`config.mk`:
```
export PLATFORM = sky130hd
export DESIGN_NAME = tsb_core
export DESIGN_NICKNAME = d
export VERILOG_FILES = /design/src/rtl/tsb_pkg.sv /design/src/rtl/tsb_axil_slave.sv /design/src/rtl/tsb_core.sv /design/src/rtl/tsb_shaper.sv
export SDC_FILE = /design/constraint.sdc
export NUM_CORES = 1
export LEC_CHECK = 0
export BUFFER_PORTS_ARGS = -buffer_cell sky130_fd_sc_hd__buf_2
export CORE_MARGIN = 2
export CORE_UTILIZATION = 38
export CTS_CLUSTER_SIZE = 28
export DETAILED_ROUTE_END_ITERATION = 6
export GPL_ROUTABILITY_DRIVEN = 0
export GPL_TIMING_DRIVEN = 0
export PLACE_DENSITY_LB_ADDON = 0.1
export SLEW_MARGIN = 20
export SYNTH_ARGS = -nofsm -noshare
export SYNTH_HDL_FRONTEND = slang
export SYNTH_SLANG_ARGS = --single-unit
```
`constraint.sdc`:
```
create_clock -name clk -period 5.17 [get_ports clk]
set_input_delay 0.2585 -clock clk [delete_from_list [all_inputs] [get_ports clk]]
set_output_delay 0.2585 -clock clk [all_outputs]
set_load 0.01 [all_outputs]
```
`src/rtl/tsb_pkg.sv`:
```
// Constants, field layouts and types of the transmit symbol shaper.
// Assumes byte-wide registers, each at one aligned 32-bit bus word.
package tsb_pkg;
    // Register indices; byte address is four times the index
    localparam logic [7:0] IDX_SYM0_HI    = 8'h4d;
    localparam logic [7:0] IDX_SYM0_LO    = 8'h4e;
    localparam logic [7:0] IDX_SYM1_HI    = 8'h4f;
    localparam logic [7:0] IDX_SYM1_LO    = 8'h50;
    localparam logic [7:0] IDX_SYM2       = 8'h51;
    localparam logic [7:0] IDX_SYM3       = 8'h52;
    localparam logic [7:0] IDX_LEN10      = 8'h53;
    localparam logic [7:0] IDX_LEN32      = 8'h54;
    localparam logic [7:0] IDX_BURST_CTRL = 8'h55;
    localparam logic [7:0] IDX_MOD01      = 8'h56;
    localparam logic [7:0] IDX_MOD23      = 8'h57;
    localparam logic [7:0] IDX_BURST_LEN  = 8'h60;
    localparam logic [7:0] IDX_DIVIDER    = 8'h61;
    localparam logic [7:0] IDX_STATUS     = 8'h62;
    // Burst control fields
    localparam int BC_S1_LEVEL = 6;
    localparam int BC_S1_ALONE = 5;
    localparam int BC_S1_EN    = 4;
    localparam int BC_S0_LEVEL = 2;
    localparam int BC_S0_ALONE = 1;
    localparam int BC_S0_EN    = 0;
    // Writable masks, reserved bits stay zero
    localparam logic [7:0] BC_MASK    = 8'h77;
    localparam logic [7:0] MOD_MASK   = 8'h7f;
    localparam logic [7:0] LEN32_MASK = 8'h77;
    // Envelope and pulse codes
    localparam logic [2:0] ENV_DIRECT   = 3'h0;
    localparam logic [2:0] ENV_MANCH    = 3'h1;
    localparam logic [2:0] ENV_MANCH_SC = 3'h2;
    localparam logic [2:0] ENV_BPSK     = 3'h3;
    localparam logic [2:0] ENV_RZ_LATE  = 3'h4;
    localparam logic [2:0] ENV_RZ_EARLY = 3'h5;
    localparam logic [1:0] PULSE_NONE   = 2'h0;
    localparam logic [1:0] PULSE_START  = 2'h1;
    localparam logic [1:0] PULSE_HALF   = 2'h2;
    localparam logic [1:0] PULSE_Q3     = 2'h3;
    // Eighth-bit phases
    localparam logic [2:0] PH_START = 3'h0;
    localparam logic [2:0] PH_HALF  = 3'h4;
    localparam logic [2:0] PH_Q3    = 3'h6;
    localparam logic [2:0] PH_LAST  = 3'h7;
    // Timing: default bit rate and eighth-bit divider
    localparam int CLK_KHZ       = 200000;
    localparam int BIT_RATE_KHZ  = 106;
    localparam int EIGHTH_CYCLES = CLK_KHZ / (BIT_RATE_KHZ * 8);
    localparam logic [7:0] DIV_RESET = 8'(EIGHTH_CYCLES - 1);
    localparam logic [7:0] REG_RESET = 8'h00;
    // Bus responses
    localparam logic [1:0] RESP_OKAY   = 2'b00;
    localparam logic [1:0] RESP_SLVERR = 2'b10;

    // Modulation settings of one symbol pair
    typedef struct packed {
        logic       miller;
        logic [1:0] pulse;
        logic       inv;
        logic [2:0] env;
    } tsb_mod_t;
endpackage

```
`src/rtl/tsb_axil_slave.sv`:
```
// AXI4-Lite slave front end for byte registers, one per word.
// Assumes the owner decodes index, returns read data and a hit flag.
`timescale 1ns/1ps
module tsb_axil_slave import tsb_pkg::*; #(
    parameter int ADDR_W = 12
) (
    input  wire logic              clk,
    input  wire logic              rst,
    input  wire logic              s_axi_awvalid,
    output logic                   s_axi_awready,
    input  wire logic [ADDR_W-1:0] s_axi_awaddr,
    input  wire logic              s_axi_wvalid,
    output logic                   s_axi_wready,
    input  wire logic [31:0]       s_axi_wdata,
    input  wire logic [3:0]        s_axi_wstrb,
    output logic                   s_axi_bvalid,
    input  wire logic              s_axi_bready,
    output logic [1:0]             s_axi_bresp,
    input  wire logic              s_axi_arvalid,
    output logic                   s_axi_arready,
    input  wire logic [ADDR_W-1:0] s_axi_araddr,
    output logic                   s_axi_rvalid,
    input  wire logic              s_axi_rready,
    output logic [31:0]            s_axi_rdata,
    output logic [1:0]             s_axi_rresp,
    output logic                   wr_en,
    output logic [7:0]             wr_idx,
    output logic [7:0]             wr_data,
    input  wire logic              wr_hit,
    output logic [7:0]             rd_idx,
    input  wire logic [7:0]        rd_data,
    input  wire logic              rd_hit
);
    logic       aw_full_reg;
    logic       w_full_reg;
    logic [7:0] aw_idx_reg;
    logic [7:0] w_data_reg;
    logic       w_lane_reg;

    // Address and data are held until both have arrived
    assign s_axi_awready = !aw_full_reg;
    assign s_axi_wready  = !w_full_reg;
    assign wr_en   = aw_full_reg && w_full_reg && !s_axi_bvalid && w_lane_reg && wr_hit;
    assign wr_idx  = aw_idx_reg;
    assign wr_data = w_data_reg;

    // Write channel capture and response
    always_ff @(posedge clk or posedge rst) begin
        if (rst) begin
            aw_full_reg  <= 1'b0;
            w_full_reg   <= 1'b0;
            aw_idx_reg   <= 8'h00;
            w_data_reg   <= 8'h00;
            w_lane_reg   <= 1'b0;
            s_axi_bvalid <= 1'b0;
            s_axi_bresp  <= RESP_OKAY;
        end else begin
            if (s_axi_awvalid && s_axi_awready) begin
                aw_full_reg <= 1'b1;
                aw_idx_reg  <= s_axi_awaddr[9:2];
            end
            if (s_axi_wvalid && s_axi_wready) begin
                w_full_reg <= 1'b1;
                w_data_reg <= s_axi_wdata[7:0];
                w_lane_reg <= s_axi_wstrb[0];
            end
            if (aw_full_reg && w_full_reg && !s_axi_bvalid) begin
                s_axi_bvalid <= 1'b1;
                s_axi_bresp  <= wr_hit ? RESP_OKAY : RESP_SLVERR;
                aw_full_reg  <= 1'b0;
                w_full_reg   <= 1'b0;
            end else if (s_axi_bvalid && s_axi_bready) begin
                s_axi_bvalid <= 1'b0;
            end
        end
    end

    // Read channel: data captured at the address handshake
    assign s_axi_arready = !s_axi_rvalid;
    assign rd_idx        = s_axi_araddr[9:2];
    always_ff @(posedge clk or posedge rst) begin
        if (rst) begin
            s_axi_rvalid <= 1'b0;
            s_axi_rdata  <= 32'h0000_0000;
            s_axi_rresp  <= RESP_OKAY;
        end else if (s_axi_arvalid && s_axi_arready) begin
            s_axi_rvalid <= 1'b1;
            s_axi_rdata  <= {24'h00_0000, rd_hit ? rd_data : 8'h00};
            s_axi_rresp  <= rd_hit ? RESP_OKAY : RESP_SLVERR;
        end else if (s_axi_rvalid && s_axi_rready) begin
            s_axi_rvalid <= 1'b0;
        end
    end
endmodule

```
`src/rtl/tsb_core.sv`:
```
// Transmit symbol shaper: register file, burst and pattern sequencer.
// Assumes symbol codes arrive on a valid/ready stream on clk.
`timescale 1ns/1ps
module tsb_core import tsb_pkg::*; #(
    parameter int ADDR_W = 12
) (
    input  wire logic              clk,
    input  wire logic              rst,
    input  wire logic              s_axi_awvalid,
    output logic                   s_axi_awready,
    input  wire logic [ADDR_W-1:0] s_axi_awaddr,
    input  wire logic              s_axi_wvalid,
    output logic                   s_axi_wready,
    input  wire logic [31:0]       s_axi_wdata,
    input  wire logic [3:0]        s_axi_wstrb,
    output logic                   s_axi_bvalid,
    input  wire logic              s_axi_bready,
    output logic [1:0]             s_axi_bresp,
    input  wire logic              s_axi_arvalid,
    output logic                   s_axi_arready,
    input  wire logic [ADDR_W-1:0] s_axi_araddr,
    output logic                   s_axi_rvalid,
    input  wire logic              s_axi_rready,
    output logic [31:0]            s_axi_rdata,
    output logic [1:0]             s_axi_rresp,
    input  wire logic              sym_valid,
    output logic                   sym_ready,
    input  wire logic [1:0]        sym_code,
    output logic                   tx_out,
    output logic                   tx_active
);
    typedef enum logic [2:0] {
        TSB_IDLE    = 3'b001,
        TSB_BURST   = 3'b010,
        TSB_PATTERN = 3'b100
    } tsb_state_t;

    tsb_state_t state_reg;
    tsb_state_t state_next;

    logic [15:0] sym0_pat_reg;
    logic [15:0] sym1_pat_reg;
    logic [7:0]  sym2_pat_reg;
    logic [7:0]  sym3_pat_reg;
    logic [7:0]  len10_reg;
    logic [7:0]  len32_reg;
    logic [7:0]  burst_ctrl_reg;
    logic [7:0]  mod01_reg;
    logic [7:0]  mod23_reg;
    logic [7:0]  burst_len_reg;
    logic [7:0]  divider_reg;

    logic        wr_en;
    logic [7:0]  wr_idx;
    logic [7:0]  wr_data;
    logic        wr_hit;
    logic [7:0]  rd_idx;
    logic [7:0]  rd_data;
    logic        rd_hit;

    logic [1:0]  code_reg;
    logic [7:0]  div_cnt_reg;
    logic [2:0]  phase_reg;
    logic [7:0]  bit_cnt_reg;
    logic        sc_reg;
    logic        prev_bit_reg;
    logic        eighth_tick;
    logic        bit_end;
    logic        cur_bit;
    logic        shaped;
    logic        pair23;
    tsb_mod_t    cfg;

    // Index is a writable or readable register
    function automatic logic idx_known(input logic [7:0] idx);
        return (idx >= IDX_SYM0_HI && idx <= IDX_MOD23) || idx == IDX_BURST_LEN
            || idx == IDX_DIVIDER || idx == IDX_STATUS;
    endfunction

    // Burst enable, level and alone bits of symbol 0 or 1
    function automatic logic [2:0] burst_bits(input logic [1:0] code,
                                              input logic [7:0] ctrl);
        if (code == 2'd1) begin
            return {ctrl[BC_S1_LEVEL], ctrl[BC_S1_ALONE], ctrl[BC_S1_EN]};
        end
        return {ctrl[BC_S0_LEVEL], ctrl[BC_S0_ALONE], ctrl[BC_S0_EN]};
    endfunction

    // Highest pattern bit index of a symbol
    function automatic logic [7:0] last_bit(input logic [1:0] code);
        unique case (code)
            2'd0:    return {4'h0, len10_reg[3:0]};
            2'd1:    return {4'h0, len10_reg[7:4]};
            2'd2:    return {5'h00, len32_reg[2:0]};
            default: return {5'h00, len32_reg[6:4]};
        endcase
    endfunction

    tsb_axil_slave #(.ADDR_W(ADDR_W)) u_bus (
        .clk           (clk),
        .rst           (rst),
        .s_axi_awvalid (s_axi_awvalid),
        .s_axi_awready (s_axi_awready),
        .s_axi_awaddr  (s_axi_awaddr),
        .s_axi_wvalid  (s_axi_wvalid),
        .s_axi_wready  (s_axi_wready),
        .s_axi_wdata   (s_axi_wdata),
        .s_axi_wstrb   (s_axi_wstrb),
        .s_axi_bvalid  (s_axi_bvalid),
        .s_axi_bready  (s_axi_bready),
        .s_axi_bresp   (s_axi_bresp),
        .s_axi_arvalid (s_axi_arvalid),
        .s_axi_arready (s_axi_arready),
        .s_axi_araddr  (s_axi_araddr),
        .s_axi_rvalid  (s_axi_rvalid),
        .s_axi_rready  (s_axi_rready),
        .s_axi_rdata   (s_axi_rdata),
        .s_axi_rresp   (s_axi_rresp),
        .wr_en         (wr_en),
        .wr_idx        (wr_idx),
        .wr_data       (wr_data),
        .wr_hit        (wr_hit),
        .rd_idx        (rd_idx),
        .rd_data       (rd_data),
        .rd_hit        (rd_hit)
    );

    // Status register is read-only
    assign wr_hit = idx_known(wr_idx) && wr_idx != IDX_STATUS;
    assign rd_hit = idx_known(rd_idx);

    // Register writes, reserved bits masked off
    always_ff @(posedge clk or posedge rst) begin
        if (rst) begin
            sym0_pat_reg   <= 16'h0000;
            sym1_pat_reg   <= 16'h0000;
            sym2_pat_reg   <= REG_RESET;
            sym3_pat_reg   <= REG_RESET;
            len10_reg      <= REG_RESET;
            len32_reg      <= REG_RESET;
            burst_ctrl_reg <= REG_RESET;
            mod01_reg      <= REG_RESET;
            mod23_reg      <= REG_RESET;
            burst_len_reg  <= REG_RESET;
            divider_reg    <= DIV_RESET;
        end else if (wr_en) begin
            unique case (wr_idx)
                IDX_SYM0_HI:    sym0_pat_reg[15:8] <= wr_data;
                IDX_SYM0_LO:    sym0_pat_reg[7:0]  <= wr_data;
                IDX_SYM1_HI:    sym1_pat_reg[15:8] <= wr_data;
                IDX_SYM1_LO:    sym1_pat_reg[7:0]  <= wr_data;
                IDX_SYM2:       sym2_pat_reg       <= wr_data;
                IDX_SYM3:       sym3_pat_reg       <= wr_data;
                IDX_LEN10:      len10_reg          <= wr_data;
                IDX_LEN32:      len32_reg          <= wr_data & LEN32_MASK;
                IDX_BURST_CTRL: burst_ctrl_reg     <= wr_data & BC_MASK;
                IDX_MOD01:      mod01_reg          <= wr_data & MOD_MASK;
                IDX_MOD23:      mod23_reg          <= wr_data & MOD_MASK;
                IDX_BURST_LEN:  burst_len_reg      <= wr_data;
                IDX_DIVIDER:    divider_reg        <= wr_data;
                default:        ;
            endcase
        end
    end

    // Read multiplexer
    always_comb begin
        unique case (rd_idx)
            IDX_SYM0_HI:    rd_data = sym0_pat_reg[15:8];
            IDX_SYM0_LO:    rd_data = sym0_pat_reg[7:0];
            IDX_SYM1_HI:    rd_data = sym1_pat_reg[15:8];
            IDX_SYM1_LO:    rd_data = sym1_pat_reg[7:0];
            IDX_SYM2:       rd_data = sym2_pat_reg;
            IDX_SYM3:       rd_data = sym3_pat_reg;
            IDX_LEN10:      rd_data = len10_reg;
            IDX_LEN32:      rd_data = len32_reg;
            IDX_BURST_CTRL: rd_data = burst_ctrl_reg;
            IDX_MOD01:      rd_data = mod01_reg;
            IDX_MOD23:      rd_data = mod23_reg;
            IDX_BURST_LEN:  rd_data = burst_len_reg;
            IDX_DIVIDER:    rd_data = divider_reg;
            IDX_STATUS:     rd_data = {6'h00, tx_out, tx_active};
            default:        rd_data = 8'h00;
        endcase
    end

    // Eighth-bit enable pulses while a symbol is sent
    assign eighth_tick = tx_active && div_cnt_reg == divider_reg;
    assign bit_end     = eighth_tick && phase_reg == PH_LAST;
    always_ff @(posedge clk or posedge rst) begin
        if (rst) begin
            div_cnt_reg <= 8'h00;
            phase_reg   <= 3'h0;
            sc_reg      <= 1'b0;
        end else if (!tx_active) begin
            div_cnt_reg <= 8'h00;
            phase_reg   <= 3'h0;
            sc_reg      <= 1'b0;
        end else if (eighth_tick) begin
            div_cnt_reg <= 8'h00;
            phase_reg   <= phase_reg + 3'h1;
            sc_reg      <= !sc_reg;
        end else begin
            div_cnt_reg <= div_cnt_reg + 8'h01;
        end
    end

    // Current pseudo bit, pattern sent most significant bit first
    always_comb begin
        logic [2:0] bb;
        bb = burst_bits(code_reg, burst_ctrl_reg);
        if (state_reg == TSB_BURST) begin
            cur_bit = bb[2];
        end else begin
            unique case (code_reg)
                2'd0:    cur_bit = sym0_pat_reg[bit_cnt_reg[3:0]];
                2'd1:    cur_bit = sym1_pat_reg[bit_cnt_reg[3:0]];
                2'd2:    cur_bit = sym2_pat_reg[bit_cnt_reg[2:0]];
                default: cur_bit = sym3_pat_reg[bit_cnt_reg[2:0]];
            endcase
        end
    end

    // Next-state decision
    always_comb begin
        logic [2:0] bb;
        logic [2:0] nb;
        bb         = burst_bits(code_reg, burst_ctrl_reg);
        nb         = burst_bits(sym_code, burst_ctrl_reg);
        state_next = state_reg;
        unique case (state_reg)
            TSB_IDLE: begin
                if (sym_valid) begin
                    if (!sym_code[1] && nb[0]) begin
                        state_next = TSB_BURST;
                    end else begin
                        state_next = TSB_PATTERN;
                    end
                end
            end
            TSB_BURST: begin
                if (bit_end && bit_cnt_reg == 8'h00) begin
                    state_next = bb[1] ? TSB_IDLE : TSB_PATTERN;
                end
            end
            TSB_PATTERN: begin
                if (bit_end && bit_cnt_reg == 8'h00) begin
                    state_next = TSB_IDLE;
                end
            end
        endcase
    end

    assign sym_ready = state_reg == TSB_IDLE;
    assign tx_active = state_reg != TSB_IDLE;

    // Sequencer state, symbol code and bit counter
    always_ff @(posedge clk or posedge rst) begin
        if (rst) begin
            state_reg   <= TSB_IDLE;
            code_reg    <= 2'd0;
            bit_cnt_reg <= 8'h00;
        end else begin
            state_reg <= state_next;
            if (sym_valid && sym_ready) begin
                code_reg    <= sym_code;
                bit_cnt_reg <= state_next == TSB_BURST ? burst_len_reg : last_bit(sym_code);
            end else if (bit_end) begin
                if (bit_cnt_reg != 8'h00) begin
                    bit_cnt_reg <= bit_cnt_reg - 8'h01;
                end else if (state_next == TSB_PATTERN) begin
                    bit_cnt_reg <= last_bit(code_reg);
                end
            end
        end
    end

    // Previous bit for Miller coding, kept across symbols
    always_ff @(posedge clk or posedge rst) begin
        if (rst) begin
            prev_bit_reg <= 1'b0;
        end else if (bit_end) begin
            prev_bit_reg <= cur_bit;
        end
    end

    // Pair settings follow the symbol code
    assign pair23 = code_reg[1];
    assign cfg    = tsb_mod_t'(pair23 ? mod23_reg[6:0] : mod01_reg[6:0]);

    tsb_shaper u_shape (
        .bit_val  (cur_bit),
        .prev_bit (prev_bit_reg),
        .phase    (phase_reg),
        .sc       (sc_reg),
        .pair23   (pair23),
        .cfg      (cfg),
        .level    (shaped)
    );

    // Registered modulation output, low when idle
    always_ff @(posedge clk or posedge rst) begin
        if (rst) begin
            tx_out <= 1'b0;
        end else begin
            tx_out <= tx_active ? shaped : 1'b0;
        end
    end
endmodule

```
`src/rtl/tsb_shaper.sv`:
```
// Combines one pseudo bit with envelope, pulse placement and inversion.
// Assumes phase counts eighths of a bit and sc is the subcarrier level.
`timescale 1ns/1ps
module tsb_shaper import tsb_pkg::*; (
    input  wire logic       bit_val,
    input  wire logic       prev_bit,
    input  wire logic [2:0] phase,
    input  wire logic       sc,
    input  wire logic       pair23,
    input  wire tsb_mod_t   cfg,
    output logic            level
);
    logic env_lvl;
    logic pulse_on;
    logic first_half;

    // Envelope, then pulse, then inversion
    always_comb begin
        first_half = (phase < PH_HALF);
        unique case (cfg.env)
            ENV_DIRECT:   env_lvl = bit_val;
            ENV_MANCH:    env_lvl = first_half ? bit_val : !bit_val;
            ENV_MANCH_SC: env_lvl = (first_half ? bit_val : !bit_val) & sc;
            ENV_BPSK:     env_lvl = sc ^ bit_val;
            ENV_RZ_LATE:  env_lvl = bit_val & !first_half;
            ENV_RZ_EARLY: env_lvl = bit_val & (pair23 ? first_half : !first_half);
            default:      env_lvl = 1'b0;
        endcase
        // One-eighth pause where the pulse sits
        unique case (cfg.pulse)
            PULSE_START: pulse_on = (phase == PH_START);
            PULSE_HALF:  pulse_on = (phase == PH_HALF);
            PULSE_Q3:    pulse_on = (phase == PH_Q3);
            default:     pulse_on = 1'b0;
        endcase
        if (cfg.miller) begin
            // One: pause mid-bit; zero after zero: pause at start
            pulse_on = bit_val ? (phase == PH_HALF) : (!prev_bit && phase == PH_START);
            level    = !pulse_on;
        end else if (cfg.pulse != PULSE_NONE) begin
            level = !(pulse_on && env_lvl);
        end else begin
            level = env_lvl;
        end
        level = level ^ cfg.inv;
    end
endmodule

```
==> qor.csv <==
stage,metric,value,unit
drt,drt wl/cell,22.4,um
sta,final hold vios,0,
yosys,main combinational cell family by area after synthesis,multiplexers,
global_route,largest net degree at the start of global routing,83,
power_and_ir_drop,Cell Pwr Density,385,nW/um^2
sta,"Setup violations, final",0,
power_and_ir_drop,total power,0.00387,W
yosys,Synth Area in XOR/XNOR,1.72,%
global_route,GR Overflow Total,0,
worst_setup_path,Worst Path Arrival,4.47,ns
yosys,Post-synth top cells,"150 x dfrtp_1, 138 x mux2_2, 53 x nand2_1",
worst_setup_path,maximum fanout along the worst path,10,
drt,via count,6712,
clock_tree,"Clk Latency, worst-skew pair",0.44,ns
yosys,Cells after Synth,780,
drt,drt via density,5.70,
clock_tree,post-cts sizing count,0,
yosys,Seq cells post-synth,156,
yosys,sequential area share after synthesis,45.1,%
flow_run,max_cap viols,0,
sta,clk_skew,0.0147,ns
die,die area,24000,um^2
worst_setup_path,"Req. time, crit path",5.52,ns
die,DIE WIDTH,155,um
yosys,Netlist cell types,67,
yosys,post-synthesis adder-cell area fraction,0.866,%
yosys,syn_area_per_cell,11.1,um^2
clock_tree,Clock Pin Slew Worst Setup and Hold Paths,0.08,ns
drt,routed wire length,26300,um
worst_setup_path,Worst Setup End Kind,flip-flop,
sta,period utilization,79.7,%
global_route,antenna violations before repair,2,
hold_path,HP Class,in2reg,
worst_setup_path,crit path kind,reg2reg,
finish,Util after Layout,44.7,%
placed_design,Placement Cell Area,9400,um^2
clock_tree,"buffers from clock root to sink, at most",2,
yosys,Synth area leader,dfrtp_1,
yosys,Synth Flop Type,dfrtp_1,
finish,Synth-to-Final Area Change,16.0,%
clock_tree,H-tree levels,4,
sta,max frequency,243,MHz
finish,design area,10100,um^2
clock_tree,Num CTS Buffers,17,
yosys,synth top area cells,"dfrtp_1 43%, mux2_2 18%, mux4_2 4.7%",
finish,layout cell share with drive strength beyond 1,32.8,%
finish,final net count,954,
clock_tree,root buf cell,clkbuf_16,
drt,Routed Antenna Nets,0,
sta,Min Hold Slack,0.0251,ns
yosys,Synth Warn #,0,
global_route,GRT Total Usage,22.8,%
sta,final slew viol count,0,
global_route,vias in the first global route,6724,
placed_design,I/O Buffers,50,
clock_tree,clock sinks,156,
die,core area,22500,um^2
power_and_ir_drop,Worst VDD drop,0.000200,V
sta,Slew HR,30.9,%
die,Starting Density,38.5,%
drt,drt pass-1 iters,5,
power_and_ir_drop,leakage power,4.57,nW
yosys,Simple-Gate Fraction of Synth Area,11.5,%
die,Die Ht,155,um
sta,Slew @ Worst Pin,1.03,ns
worst_setup_path,critical path startpoint category,flip-flop,
yosys,asr flop ratio synth,100,%
placed_design,post-DP HPWL,19700,um
global_route,first-pass GRT wire length,40800,um
drt,Initial DRC Count,535,
yosys,top-count cell post-synth,dfrtp_1,
run_status,status,"finished, final reports clean",
clock_tree,TritonCTS clock tree,built,
yosys,Compound-Gate Fraction of Synth Area,11.0,%
yosys,post-synthesis mux area share,24.5,%
sta,RSZ-0062 raised after global routing,no,
die,I/O Pins,114,
drt,DRC,0,
yosys,number of enable flip-flop cells after synthesis,0,
yosys,area fraction of the dominant cell type after synthesis,43.3,%
yosys,post-synthesis cell area,8660,um^2
worst_setup_path,r2r setup slk,1.05,ns
sta,fin crit period,4.12,ns
die,# rows,55,
-- cell usage in the layout (no fill, tap or decap), types with 7 or more instances in the layout --
cell       count
a21oi_1       16
a22oi_1       18
and3_1         7
buf_2         57
buf_4         26
clkbuf_1      29
clkbuf_16     17
conb_1        26
dfrtp_1      150
inv_1         22
mux2_2       138
mux2i_1       16
mux4_2        18
nand2_1       53
nand2b_1      14
nand3_1       20
nor2_1        47
nor2b_1       15
nor3_1        12
o21ai_0       33
o22ai_1        9
xnor2_1       12
-- metal layers --
layer | global-route usage (%) | vias to the layer above | routed length (um)
li1 | - | 3015 | -
met1 | 31.0 | 3374 | 11700
met2 | 35.9 | 264 | 12100
met3 | 5.40 | 57 | 1660
met4 | 8.16 | 2 | 871
met5 | 0 | - | 40
-- per-stage QoR --
step | std cells | setup WS [ns] | setup TNS [ns]
global placement | 1140 | -1.06 | -157.81
detailed placement | 1141 | 1.12 | 0
global route | 1176 | 0.868 | 0
CTS | 1176 | 1.09 | 0
finish | 1177 | 1.05 | 0
floorplan | 805 | 0.715 | 0
-- power breakdown --
group          total [W]  internal [W]  switching [W]
logic            0.00104      0.000394       0.000646
clock network    0.00130      0.000706       0.000593
registers        0.00153       0.00137       0.000162
total            0.00387       0.00247        0.00140
-- path summary, 6_finish.rpt --
path | start | to | cells past startpoint
worst max-delay path | bit_cnt_reg[1]$_DFFE_PP0P_ | bit_cnt_reg[3]$_DFFE_PP0P_ | 12
worst min-delay path | s_axi_wvalid | u_bus.w_full_reg$_DFFE_PP0P_ | 2
worst max register to register | bit_cnt_reg[1]$_DFFE_PP0P_ | bit_cnt_reg[3]$_DFFE_PP0P_ | 12
worst min register to register | prev_bit_reg$_DFFE_PP0P_ | prev_bit_reg$_DFFE_PP0P_ | 2
max in group asynchronous | rst | state_reg[0]$_DFF_PP1_ | 4
min in group asynchronous | rst | u_bus.s_axi_rdata[7]$_DFFE_PP0P_ | 3
-- cells by family after synthesis --
family / Yosys count
buffers and inverters: 92
multiplexers: 172
other: 1
AND/OR/NAND/NOR: 197
flip-flops: 156
adder cells (fa/ha/maj): 6
AO/OA/AOI/OAI: 139
XOR/XNOR: 17
-- area by class of cell --
cell class              instances  area (um^2)
inverters                      23         93.8
plain buffers                  69          373
diodes                          1         2.50
multi-input cells             557         4390
fillers                      2135        12500
clock buffers                  18          439
repair buffers                 54          308
well taps                     285          357
flip-flops and latches        156         3910
clock inverters                14          173
-- worst max-delay path: stages (launching register included) --
cell       delay, ns
dfrtp_1         0.45
buf_2           0.25
clkbuf_1        0.29
inv_1           0.19
ha_1            0.21
or4b_4          0.52
or4_4           0.50
nor4_4          0.21
mux2i_1         0.38
nand3_1         0.32
mux2_2          0.39
a21oi_1         0.15
a2bb2oi_1       0.18
-- repair_timing --
item | 4_1_cts | 5_1_grt
setup buffers | 0 | 0
hold buffers | 3 | 0
hold endpoints to repair | 71 | 0
Note: power is estimated with default switching activity, not from simulation.
